`src/include/porc_pkg.sv`:
```
/*
 Constants for the power-on reset controller that drives the reset request
 pin of the powered device. Assumes a single 50 MHz clock.
*/
// Contract
// Low request holds whole device in reset
// Device reset output released after delay
// Supply-good follows battery supply threshold
// Supply-good gates I/O cells safe
// Host holds request low 10 ms
// Other supplies on 1 ms before release
// Request low 600 us after supplies settle
// Drive request low before power-down
// Blackout hysteresis between two thresholds
// Looped supply-good trips reset on blackout
// Blackout comparator off after power-up; device model keeps it on
// Firmware enables blackout only high power
// Brownout in low power enables blackout
// Reset asserts async, releases synchronized
`default_nettype none
package porc_pkg;
	localparam int CLK_HZ       = 50000000; // System clock rate
	localparam int RST_HOLD_US  = 10000;    // Least external reset hold, us
	localparam int SETTLE_US    = 600;      // Least hold after supplies settle, us
	localparam int SUP_LEAD_US  = 1000;     // Supplies on before release, us
	// Least times scale to whole cycles, with no rounding up
	localparam int RST_HOLD_CYC = (RST_HOLD_US * (CLK_HZ / 1000000) + 0);
	localparam int SETTLE_CYC   = (SETTLE_US * (CLK_HZ / 1000000) + 0);
	localparam int SUP_LEAD_CYC = (SUP_LEAD_US * (CLK_HZ / 1000000) + 0);
	localparam int CNT_W        = 20;       // Hold counter width
endpackage
`default_nettype wire

```
`src/logic/porc_ctrl.sv`:
```
/*
 Host-side reset sequencer. Drives the device reset request pin as an
 open-drain output, holds it low on power-up for the longer of the settle and supply-lead times and on
 each reset command seen in the run state without a power-down request for the external hold time, drives it low ahead of
 power-down, and watches the device reset output and supply-good pin.
 Assumes all inputs but arst_n are synchronous to clock.
*/
`timescale 1ns/1ps
`default_nettype none
module porc_ctrl
	import porc_pkg::*;
#(
	parameter int RST_HOLD = porc_pkg::RST_HOLD_CYC, // Reset command hold cycles
	parameter int SETTLE   = porc_pkg::SETTLE_CYC,   // Power-up hold cycles
	parameter int SUP_LEAD = porc_pkg::SUP_LEAD_CYC  // Supply lead before release
)
(
	input  wire logic clock,            // 50 MHz clock
	input  wire logic arst_n,           // Async reset, active low
	input  wire logic supplies_ok,      // All supplies settled
	input  wire logic reset_cmd,        // Pulse: reset the device
	input  wire logic power_down_req,   // Level: power-down coming
	input  wire logic reset_request_i,  // Request pin level read back
	input  wire logic dev_reset_n_i,    // Device reset output level
	input  wire logic supply_good_out,  // Device supply-good pin
	output logic      reset_request_o,  // Request pin output value
	output logic      reset_request_oe, // High while pulling low
	output logic      dev_ready,        // Device out of reset
	output logic      busy              // Sequencer holding request
);
	import porc_pkg::*;

	// Sequencer states, one-hot
	typedef enum logic [3:0] {
		ST_PWRUP = 4'h1, // Power-up hold
		ST_RUN   = 4'h2, // Request released
		ST_HOLD  = 4'h4, // Commanded reset hold
		ST_DOWN  = 4'h8  // Power-down hold
	} porc_state_t;

	porc_state_t      state_q, state_d;  // Sequencer state
	logic [CNT_W-1:0] cnt_q, cnt_d;      // Hold counter
	logic             oe_q, oe_d;        // Pull-low enable
	logic             rdy_q, rdy_d;      // Ready flag

	// Counter expiry test
	function automatic logic hit(input logic [CNT_W-1:0] c, input int n);
		hit = (c >= CNT_W'(n - 1));
	endfunction

	// Longer of the two power-up holds
	localparam int PWR_HOLD = (SETTLE > SUP_LEAD) ? SETTLE : SUP_LEAD;

	// Next state and counter
	always_comb
	begin
		state_d = state_q;
		cnt_d   = cnt_q + CNT_W'(1);
		oe_d    = oe_q;
		// Ready only with supply good and the device out of reset
		// Blackout monitor enable is left to device firmware
		rdy_d   = dev_reset_n_i & supply_good_out & ~oe_q;
		unique case (state_q)
			ST_PWRUP:
			begin
				oe_d = 1'b1;
				if (!supplies_ok)
					cnt_d = '0; // Restart hold until supplies settle
				else if (hit(cnt_q, PWR_HOLD))
				begin
					state_d = ST_RUN;
					oe_d    = 1'b0;
				end
			end
			ST_RUN:
			begin
				cnt_d = '0;
				if (power_down_req)
				begin
					state_d = ST_DOWN;
					oe_d    = 1'b1;
				end
				else if (reset_cmd)
				begin
					state_d = ST_HOLD;
					oe_d    = 1'b1;
				end
			end
			ST_HOLD:
			begin
				if (power_down_req)
				begin
					state_d = ST_DOWN;
					cnt_d   = '0;
				end
				else if (hit(cnt_q, RST_HOLD))
				begin
					state_d = ST_RUN;
					oe_d    = 1'b0;
				end
			end
			ST_DOWN:
			begin
				oe_d  = 1'b1;
				cnt_d = '0;
				if (!power_down_req)
					state_d = ST_PWRUP; // Fresh power-up hold
			end
		endcase
	end

	// State registers
	always_ff @(posedge clock or negedge arst_n)
	begin
		if (!arst_n)
		begin
			state_q <= ST_PWRUP;
			cnt_q   <= '0;
			oe_q    <= 1'b1;
			rdy_q   <= 1'b0;
		end
		else
		begin
			state_q <= state_d;
			cnt_q   <= cnt_d;
			oe_q    <= oe_d;
			rdy_q   <= rdy_d;
		end
	end

	// Drive value tied low, other outputs straight from flops
	assign reset_request_o  = 1'b0;
	always_comb
	begin
		reset_request_oe = oe_q;
		dev_ready        = rdy_q;
		busy             = oe_q;
	end

	// Request held low for 8 cycles after a commanded hold starts
	chk_hold_length: assert property (@(posedge clock) disable iff (!arst_n)
		(state_q == ST_RUN && state_d == ST_HOLD) |=> oe_q [*8])
		else $error("reset request released too early");
	chk_down_low: assert property (@(posedge clock) disable iff (!arst_n)
		(state_q == ST_DOWN) |-> oe_q)
		else $error("request not low during power-down");
	chk_pwrup_low: assert property (@(posedge clock) disable iff (!arst_n)
		(state_q == ST_PWRUP) |-> oe_q)
		else $error("request not low during power-up");
	chk_settle_wait: assert property (@(posedge clock) disable iff (!arst_n)
		(state_q == ST_PWRUP && !supplies_ok) |=> state_q == ST_PWRUP)
		else $error("left power-up before supplies settled");
	chk_ready_gate: assert property (@(posedge clock) disable iff (!arst_n)
		rdy_q |-> $past(supply_good_out) && $past(dev_reset_n_i))
		else $error("ready without supply good");
	chk_release_run: assert property (@(posedge clock) disable iff (!arst_n)
		(state_q == ST_RUN && $past(state_q) == ST_RUN) |-> !oe_q)
		else $error("request held in run");
	chk_cmd_start: assert property (@(posedge clock) disable iff (!arst_n)
		(state_q == ST_RUN && reset_cmd && !power_down_req) |=> state_q == ST_HOLD && oe_q)
		else $error("reset command not taken");
	chk_down_entry: assert property (@(posedge clock) disable iff (!arst_n)
		(state_q != ST_DOWN && state_q != ST_PWRUP && power_down_req) |=> state_q == ST_DOWN)
		else $error("power-down not taken");

	// Further checks on the hold lengths and the pin readback.
	// The counter is cleared on every entry to a hold state, so
	// the exit edge must see it at exactly one less than the hold.
	// A shorter count would release the pin early and break the
	// least hold times that the device needs; a longer one only
	// wastes time, but still points at a broken counter.
	// The readback check catches a pin that some other driver
	// holds high while this sequencer believes it pulls low.

	// Pin readback low whenever we pull it
	chk_pin_low: assert property (@(posedge clock) disable iff (!arst_n)
		oe_q |-> !reset_request_i)
		else $error("request pin not low while pulled");

	// Power-up release only after the full longer hold
	chk_pwrup_len: assert property (@(posedge clock) disable iff (!arst_n)
		(state_q == ST_PWRUP && state_d == ST_RUN) |-> cnt_q == CNT_W'(PWR_HOLD - 1))
		else $error("power-up hold cut short");

	// Power-up release only after supplies stood settled
	chk_settle_len: assert property (@(posedge clock) disable iff (!arst_n)
		(state_q == ST_PWRUP && state_d == ST_RUN) |-> cnt_q >= CNT_W'(SETTLE - 1))
		else $error("settle hold cut short");

	// Commanded hold ends at exactly the hold count
	chk_hold_exit: assert property (@(posedge clock) disable iff (!arst_n)
		(state_q == ST_HOLD && state_d == ST_RUN) |-> cnt_q == CNT_W'(RST_HOLD - 1))
		else $error("commanded hold wrong length");

	// Ready drops once supply-good falls
	chk_ready_drop: assert property (@(posedge clock) disable iff (!arst_n)
		!supply_good_out |=> !rdy_q)
		else $error("ready kept without supply good");

	// Main scenarios seen
	cov_pwrup: cover property (@(posedge clock) state_q == ST_PWRUP ##1 state_q == ST_RUN);
	cov_blackout: cover property (@(posedge clock) rdy_q && !supply_good_out ##1 !rdy_q);
	cov_cmd_again: cover property (@(posedge clock) state_q == ST_HOLD ##1 state_q == ST_RUN
		##[1:50] state_q == ST_HOLD);
	cov_cmd: cover property (@(posedge clock) state_q == ST_HOLD ##1 state_q == ST_RUN);
	cov_down: cover property (@(posedge clock) state_q == ST_DOWN ##1 state_q == ST_PWRUP);
endmodule
`default_nettype wire

```
`config.mk`:
```
export PLATFORM = sky130hd
export DESIGN_NAME = porc_ctrl
export DESIGN_NICKNAME = d
export VERILOG_FILES = /design/src/include/porc_pkg.sv /design/src/logic/porc_ctrl.sv
export SDC_FILE = /design/constraint.sdc
export NUM_CORES = 1
export LEC_CHECK = 0
export ABC_AREA = 1
export BUFFER_PORTS_ARGS = -buffer_cell sky130_fd_sc_hd__buf_2
export CAP_MARGIN = 20
export CORE_MARGIN = 2
export CORE_UTILIZATION = 50
export CTS_CLUSTER_SIZE = 30
export DETAILED_ROUTE_END_ITERATION = 10
export PLACE_DENSITY = 0.65
export SLEW_MARGIN = 10
export SYNTH_ARGS = -nofsm -noshare
export SYNTH_HDL_FRONTEND = slang
export SYNTH_SLANG_ARGS = --single-unit
```
`constraint.sdc`:
```
create_clock -name clock -period 2 [get_ports clock]
set_input_delay 0.1 -clock clock [delete_from_list [all_inputs] [get_ports clock]]
set_output_delay 0.1 -clock clock [all_outputs]
set_load 0.02 [all_outputs]
```
==> flow_metrics.tcl, run 1 <==
set metrics [dict create \
    cp_max_fo 5 \
    final_area_um2 1730 \
    vias 1409 \
    mostFrequentLayoutCell "nand2_1" \
    path_cells "ha_1, nand4_1, nor3_1, nand2_1, nor2_1, nand3_1, nand2_1, nor2_1" \
    synth_area_um2 1580 \
    track_usage 0.214 \
    wirelength_um 3330 \
    fillers 290 \
    clockRootBuffer "clkbuf_4" \
    final.min_clock_period_ps 1690 \
    path_delay_family "simple AND/OR/NAND/NOR gates" \
    period_share 0.843 \
    worst-endpoint-arrival_ps 1920 \
    max-clock-path-buffers 2 \
    crit_slowest_cell "dfrtp_1" \
    postSynthAreaPerCell_um2 7.23 \
    drtIter0Drc 70 \
    dr.pass1.iters 4 \
    core_area_um2 3030 \
    die_h_um 60.1 \
    cts.clk_slew.worst_paths_ps 140 \
    synth-edff-count 0 \
    hpwl_um 2590 \
    synth_warnings 0 \
    tightestPinTransition_ps 577 \
    worstSetupStartpointType "register" \
    placementRows 20 \
    gp_congestion 0.858 \
    viasPerCell 5.11 \
    ys_types 30 \
    syn-num-nets 227 \
    cts_tree "built" \
    rsz0062_at_grt "false" \
    wl_met2_um 1710 \
    die-area_um2 3620 \
    hold_class "input port to register" \
    async_flop_share 1.00 \
    setup_viol 0 \
    relSlewSlack 0.615 \
    status "complete, no violations" \
    nets 242 \
    cts_buffers 3 \
    topRoutingLayerUsed "met4" \
    ctsHoldBuffers 3 \
    p_total_w 0.00165 \
    maxCapViolCount 0 \
    p_leak_nw 0.878 \
    ir_drop_mv 0.375 \
    maxSlewViolCount 0 \
    portBuffers 9 \
    fmax_mhz 593 \
    setup_ws_ps 315 \
    io_pins 12 \
    layout-drive-gt1-share 0.125 \
    die_w_um 60.1 \
    syn2layout_area_growth_pct 9.53 \
    fin_skew_ps 2.84 \
    path_buf_inv 0 \
    wl_met1_um 1470 \
    wl_met3_um 135 \
    grt_overflow_total 0 \
    wl_per_cell_um 12.1 \
    antenna_found_initial 0 \
    final_cell_mix "nand2_1 (56), nor2_1 (32), inv_1 (31)" \
    grt_pass1_wl_um 5780 \
    start_util 0.520 \
    cts-resized-gates 0 \
    power_density_nw_per_um2 958 \
    fin_setup_tns_ps 0 \
    postCtsSetupBuffers 0 \
    hold_ws_ps 31.9 \
    grt_pass1_vias 1351 \
    insertion_delay_ps 320 \
    htreeDepth 1 \
    yosysSeqAreaShare 0.415 \
    hold_viol_final 0 \
    antenna_cells 0 \
    grt_max_degree 27 \
    remaining_drc_errors 0 \
    crit_required_ps 2230 \
    placed_area_um2 1660 \
    antenna_left 0 \
    place_ws_ps 316 \
    synth_ff_type "dfrtp_1" \
    slowest_delay_ps 410 \
    synthCells 218 \
    synth_seq_cells 26 \
    worstSetupPathType "register to register" \
    cp-end-kind "register" \
    cts_sinks 26 \
]
## Yosys cell counts (3+ instances only)
library cell  count  area share
o21ai_0           5       0.016
nand4_1           8       0.032
nor2_1           32       0.076
inv_1            31       0.074
nor3_1            7       0.022
nand2_1          56        0.13
dfrtp_1          24        0.38
nand3_1          15       0.048
a21oi_1          10       0.032
xor2_1            3       0.017
## where the power goes
| group | internal (W) | switching (W) | leakage (nW) |
|---|---|---|---|
| combinational | 0.000241 | 0.000478 | 0.507 |
| clock | 0.000111 | 0.000159 | 0.0210 |
| sequential | 0.000608 | 0.0000565 | 0.350 |
| total | 0.000961 | 0.000693 | 0.878 |
## worst register-to-register path, cell delays in order (launching register included)
cell and delay (ps):
dfrtp_1 410, ha_1 260, nand4_1 150, nor3_1 290
nand2_1 130, nor2_1 160, nand3_1 90, nand2_1 70
nor2_1 40
## routing by layer
metal  vias to the layer above  global-route usage
li1                        720                   -
met1                       654               0.260
met2                        33               0.380
met3                         2              0.0519
met4                         0              0.0444
met5                         -                   0
## area by class of cell
class,count,area [µm²],area share
Multi-Input combinational cell,155,767,0.445
Sequential cell,26,653,0.379
Inverter,33,124,0.0718
Timing Repair Buffer,14,90.1,0.0522
Tap cell,44,55.1,0.0319
Clock buffer,4,36.3,0.0210
## worst paths after layout
path	startpoint	to	slack (ps)	cells after the start
worst min register to register	cnt_q[0]	cnt_q[0]	490	1
max in group asynchronous	arst_n	cnt_q[17]	1340	2
worst max-delay path	cnt_q[0]	cnt_q[12]	310	8
worst min-delay path	power_down_req	state_q[3]	30	3
worst max register to register	cnt_q[0]	cnt_q[12]	310	8
min in group asynchronous	arst_n	cnt_q[4]	280	2
## registers in the layout, summed over array words and instances, names as in the netlist
name       flops
state_q        4
dev_ready      1
cnt_q         20
busy           1
## stage by stage
step	utilization	std cells
2_1_floorplan	-	218
3_3_place_gp	0.548	269
3_5_place_dp	0.548	269
4_1_cts	0.570	276
5_1_grt	0.570	276
6_report	0.570	276
## cells by family after synthesis
kind of cell	Yosys count	share of synthesized area
AOI/OAI and AO/OA	18	0.0596
xor gates and xnor gates	4	0.0222
adders and majority gates	1	0.00794
buffers and inverters	37	0.0985
DFF	26	0.415
other	1	0.00238
and+or+nand+nor	131	0.395
Note: power is estimated with default switching activity, not from simulation.
==> inputs of run 2 (changes only) <==
--- a/config.mk
+++ b/config.mk
@@ -5,14 +5,14 @@
 export SDC_FILE = /design/constraint.sdc
 export NUM_CORES = 1
 export LEC_CHECK = 0
-export ABC_AREA = 1
+export ABC_AREA = 0
 export BUFFER_PORTS_ARGS = -buffer_cell sky130_fd_sc_hd__buf_2
 export CAP_MARGIN = 20
 export CORE_MARGIN = 2
 export CORE_UTILIZATION = 50
 export CTS_CLUSTER_SIZE = 30
 export DETAILED_ROUTE_END_ITERATION = 10
-export PLACE_DENSITY = 0.65
+export PLACE_DENSITY = 0.68
 export SLEW_MARGIN = 10
 export SYNTH_ARGS = -nofsm -noshare
 export SYNTH_HDL_FRONTEND = slang
==> constraint.sdc (replaced) <==
create_clock -name clock -period 1.5 [get_ports clock]
set_input_delay 0.075 -clock clock [delete_from_list [all_inputs] [get_ports clock]]
set_output_delay 0.075 -clock clock [all_outputs]
set_load 0.02 [all_outputs]
==> run 2 against run 1 <==
The flow now finishes with violations (setup timing). Hold slack improved by 160 ps. First-iteration DRC count decreased by 1.4%. Register-to-register slack got worse by 650 ps. Fmax decreased by 8.0%. Cell area increased by 20%. Clock skew increased by 11 ps. Global-route usage increased by 3.9 points. Critical path depth decreased by 2. Synthesized cell count decreased by 26%. Worst setup slack got worse by 650 ps. Clock power increased by 85%.
==> flow_metrics.tcl, run 2 <==
set metrics [dict create \
    cp_max_fo 3 \
    cp-end-kind "register" \
    wirelength_um 4040 \
    start_util 0.529 \
    status "complete, but fails checks" \
    layout-drive-gt1-share 0.393 \
    fin_skew_ps 13.8 \
    cts.clk_slew.worst_paths_ps 160 \
    crit_slowest_cell "dfrtp_1" \
    grt_pass1_wl_um 6430 \
    remaining_drc_errors 0 \
    rsz0062_at_grt "true" \
    path_cells "ha_2, and3_4, nor4_4, o211ai_1, or3b_1, a211oi_2" \
    synth-edff-count 0 \
    cts_buffers 3 \
    io_pins 12 \
    synth-simple-area-share 0.281 \
    placed_area_um2 1780 \
    nets 216 \
    track_usage 0.253 \
    synth_commonest_cells "nor2_1 (25), dfrtp_1 (24), nand2_1 (13)" \
    tightestPinTransition_ps 604 \
    synth_fa_ha_area_frac 0.00857 \
    synth_area_um2 1460 \
    syn-num-nets 170 \
    place_ws_ps -292 \
    crit_required_ps 1780 \
    drtIter0Drc 69 \
    yosysSeqAreaShare 0.447 \
    topRoutingLayerUsed "met4" \
    dr.pass1.iters 7 \
    gp_congestion 0.841 \
    synth_top_cell_area_share 0.411 \
    grt_overflow_total 0 \
    power_density_nw_per_um2 1110 \
    cts_sinks 26 \
    maxCapViolCount 0 \
    fin_setup_tns_ps -2720 \
    synth_area_leaders "dfrtp_1 (41%), nor2_1 (6.4%), xor2_1 (5.4%), xnor2_1 (4.2%), dfstp_2 (3.6%)" \
    placementRows 19 \
    cts_tree "built" \
    die_h_um 58.0 \
    synth_top_area_cell "dfrtp_1" \
    synth_mux_area_frac 0.00686 \
    violations "setup timing" \
    largest_register "cnt_q" \
    final_area_um2 2070 \
    die-area_um2 3370 \
    htreeDepth 1 \
    p_total_w 0.00230 \
    worstSetupStartpointType "register" \
    synth-xor-area-share 0.0960 \
    worst-endpoint-arrival_ps 2110 \
    synth_compound_area_frac 0.114 \
    ff2ff_setup_slack_ps -330 \
    async_flop_share 1.00 \
    regToRegStartpoint "cnt_q[0]" \
    wl_met3_um 91 \
    max-clock-path-buffers 2 \
    synth_ff_type "dfrtp_1" \
    reg_top3 "cnt_q x20, state_q x4" \
    ys_types 43 \
    postSynthAreaPerCell_um2 9.07 \
    synth_warnings 0 \
    antenna_found_initial 0 \
    hpwl_um 2460 \
    hold_viol_final 0 \
    hold_class "input port to register" \
    synthCells 161 \
    die_w_um 58.0 \
    final_cell_mix "buf_4 (36), dfrtp_1 (24), nor2_1 (19)" \
    viasPerCell 5.88 \
    synth_top_family_by_area "simple AND/OR/NAND/NOR gates" \
    antenna_left 0 \
    synth_most_common_cell "nor2_1" \
    vias 1394 \
    final.min_clock_period_ps 1830 \
    final_core_util 0.750 \
    grt_pass1_vias 1428 \
    ir_drop_mv 0.992 \
    mostFrequentLayoutCell "buf_4" \
    setup_viol 22 \
    setup_ws_ps -332 \
    wl_per_cell_um 17.0 \
    largest_register_ffs 20 \
    p_leak_nw 0.934 \
    antenna_cells 0 \
    clockRootBuffer "clkbuf_4" \
    min_from "supplies_ok" \
    grt_max_degree 27 \
    synth_seq_cells 26 \
    wl_met1_um 1660 \
    core_area_um2 2760 \
    worstSetupPathType "register to register" \
    insertion_delay_ps 340 \
    maxSlewViolCount 0 \
    syn2layout_area_growth_pct 41.7 \
    relSlewSlack 0.598 \
    fmax_mhz 546 \
    period_share 1.22 \
    slowest_delay_ps 430 \
    wl_met2_um 2180 \
    portBuffers 9 \
    crit_path_start "cnt_q[0]" \
]
## run 2: changes by cell type in the layout (fill, tap and decap cells not counted), moves of 3 or more
cell / previous run / this run
nand2_1: 56 / 13
buf_4: 2 / 36
inv_1: 31 / 1
nor2_1: 32 / 19
nand3_1: 15 / 4
nor3_1: 7 / 1
xor2_1: 3 / 9
xnor2_1: 1 / 6
a21oi_1: 10 / 6
or3_1: 0 / 4
buf_6: 0 / 3
nor3_4: 0 / 3
## run 2: kinds of logic (layout without fill, tap and decap cells)
logic type | count (synthesis) | in the layout
AO/OA/AOI/OAI | 26 | 26
XOR/XNOR | 16 | 16
adder cells (fa/ha/maj) | 1 | 1
buffers and inverters | 13 | 58
flip-flops | 26 | 26
multiplexers | 1 | 1
other | 1 | 1
AND/OR/NAND/NOR | 77 | 77
## run 2: path summary, 6_finish.rpt
path,endpoint,cells after the start
max,state_q[0],6
min,cnt_q[2],4
min reg2reg,dev_ready,1
max reg2reg,state_q[0],6
max in group asynchronous,cnt_q[3],2
min in group asynchronous,cnt_q[13],2
## run 2: through the flow
step	hold WS, ps	instances
after CTS	227	236
after global routing	186	237
after floorplan	-221	161
final	189	237
after global placement	106	225
after detailed placement	113	225
## run 2: critical path, delay by kind of cell (launching register included)
kind | cells | cell delay (ps)
compound gates | 2 | 400
simple gates | 3 | 740
fa+ha+maj | 1 | 210
flops | 1 | 430
## run 2: per-layer routing
metal  vias up  track usage
met5         -            0
met4         0        0.106
met3        12       0.0357
met2        27        0.456
met1       696        0.298
li1        659            -
## run 2: area by class of cell
type | instances | area, µm²
Tap cell | 31 | 38.8
Inverter | 1 | 3.75
Clock inverter | 1 | 30.0
Sequential cell | 26 | 653
Timing Repair Buffer | 53 | 399
Multi-Input combinational cell | 122 | 922
Clock buffer | 3 | 22.5
Fill cell | 197 | 688
## run 2: timing repair
action | CTS | global route
hold buffers | 5 | 0
setup buffers | 2 | 0
endpoints found under the hold margin | 26 | 0
cloned | 0 | 1
pin swaps | 14 | 9
resized for setup | 16 | 21
setup endpoints to repair | 24 | 24
## run 2: power breakdown
group          total, W  switching [W]  internal [W]  leakage [nW]
Clock          0.000499       0.000228      0.000271        0.0279
Sequential     0.000840      0.0000533      0.000787         0.351
Combinational  0.000959       0.000542      0.000417         0.554
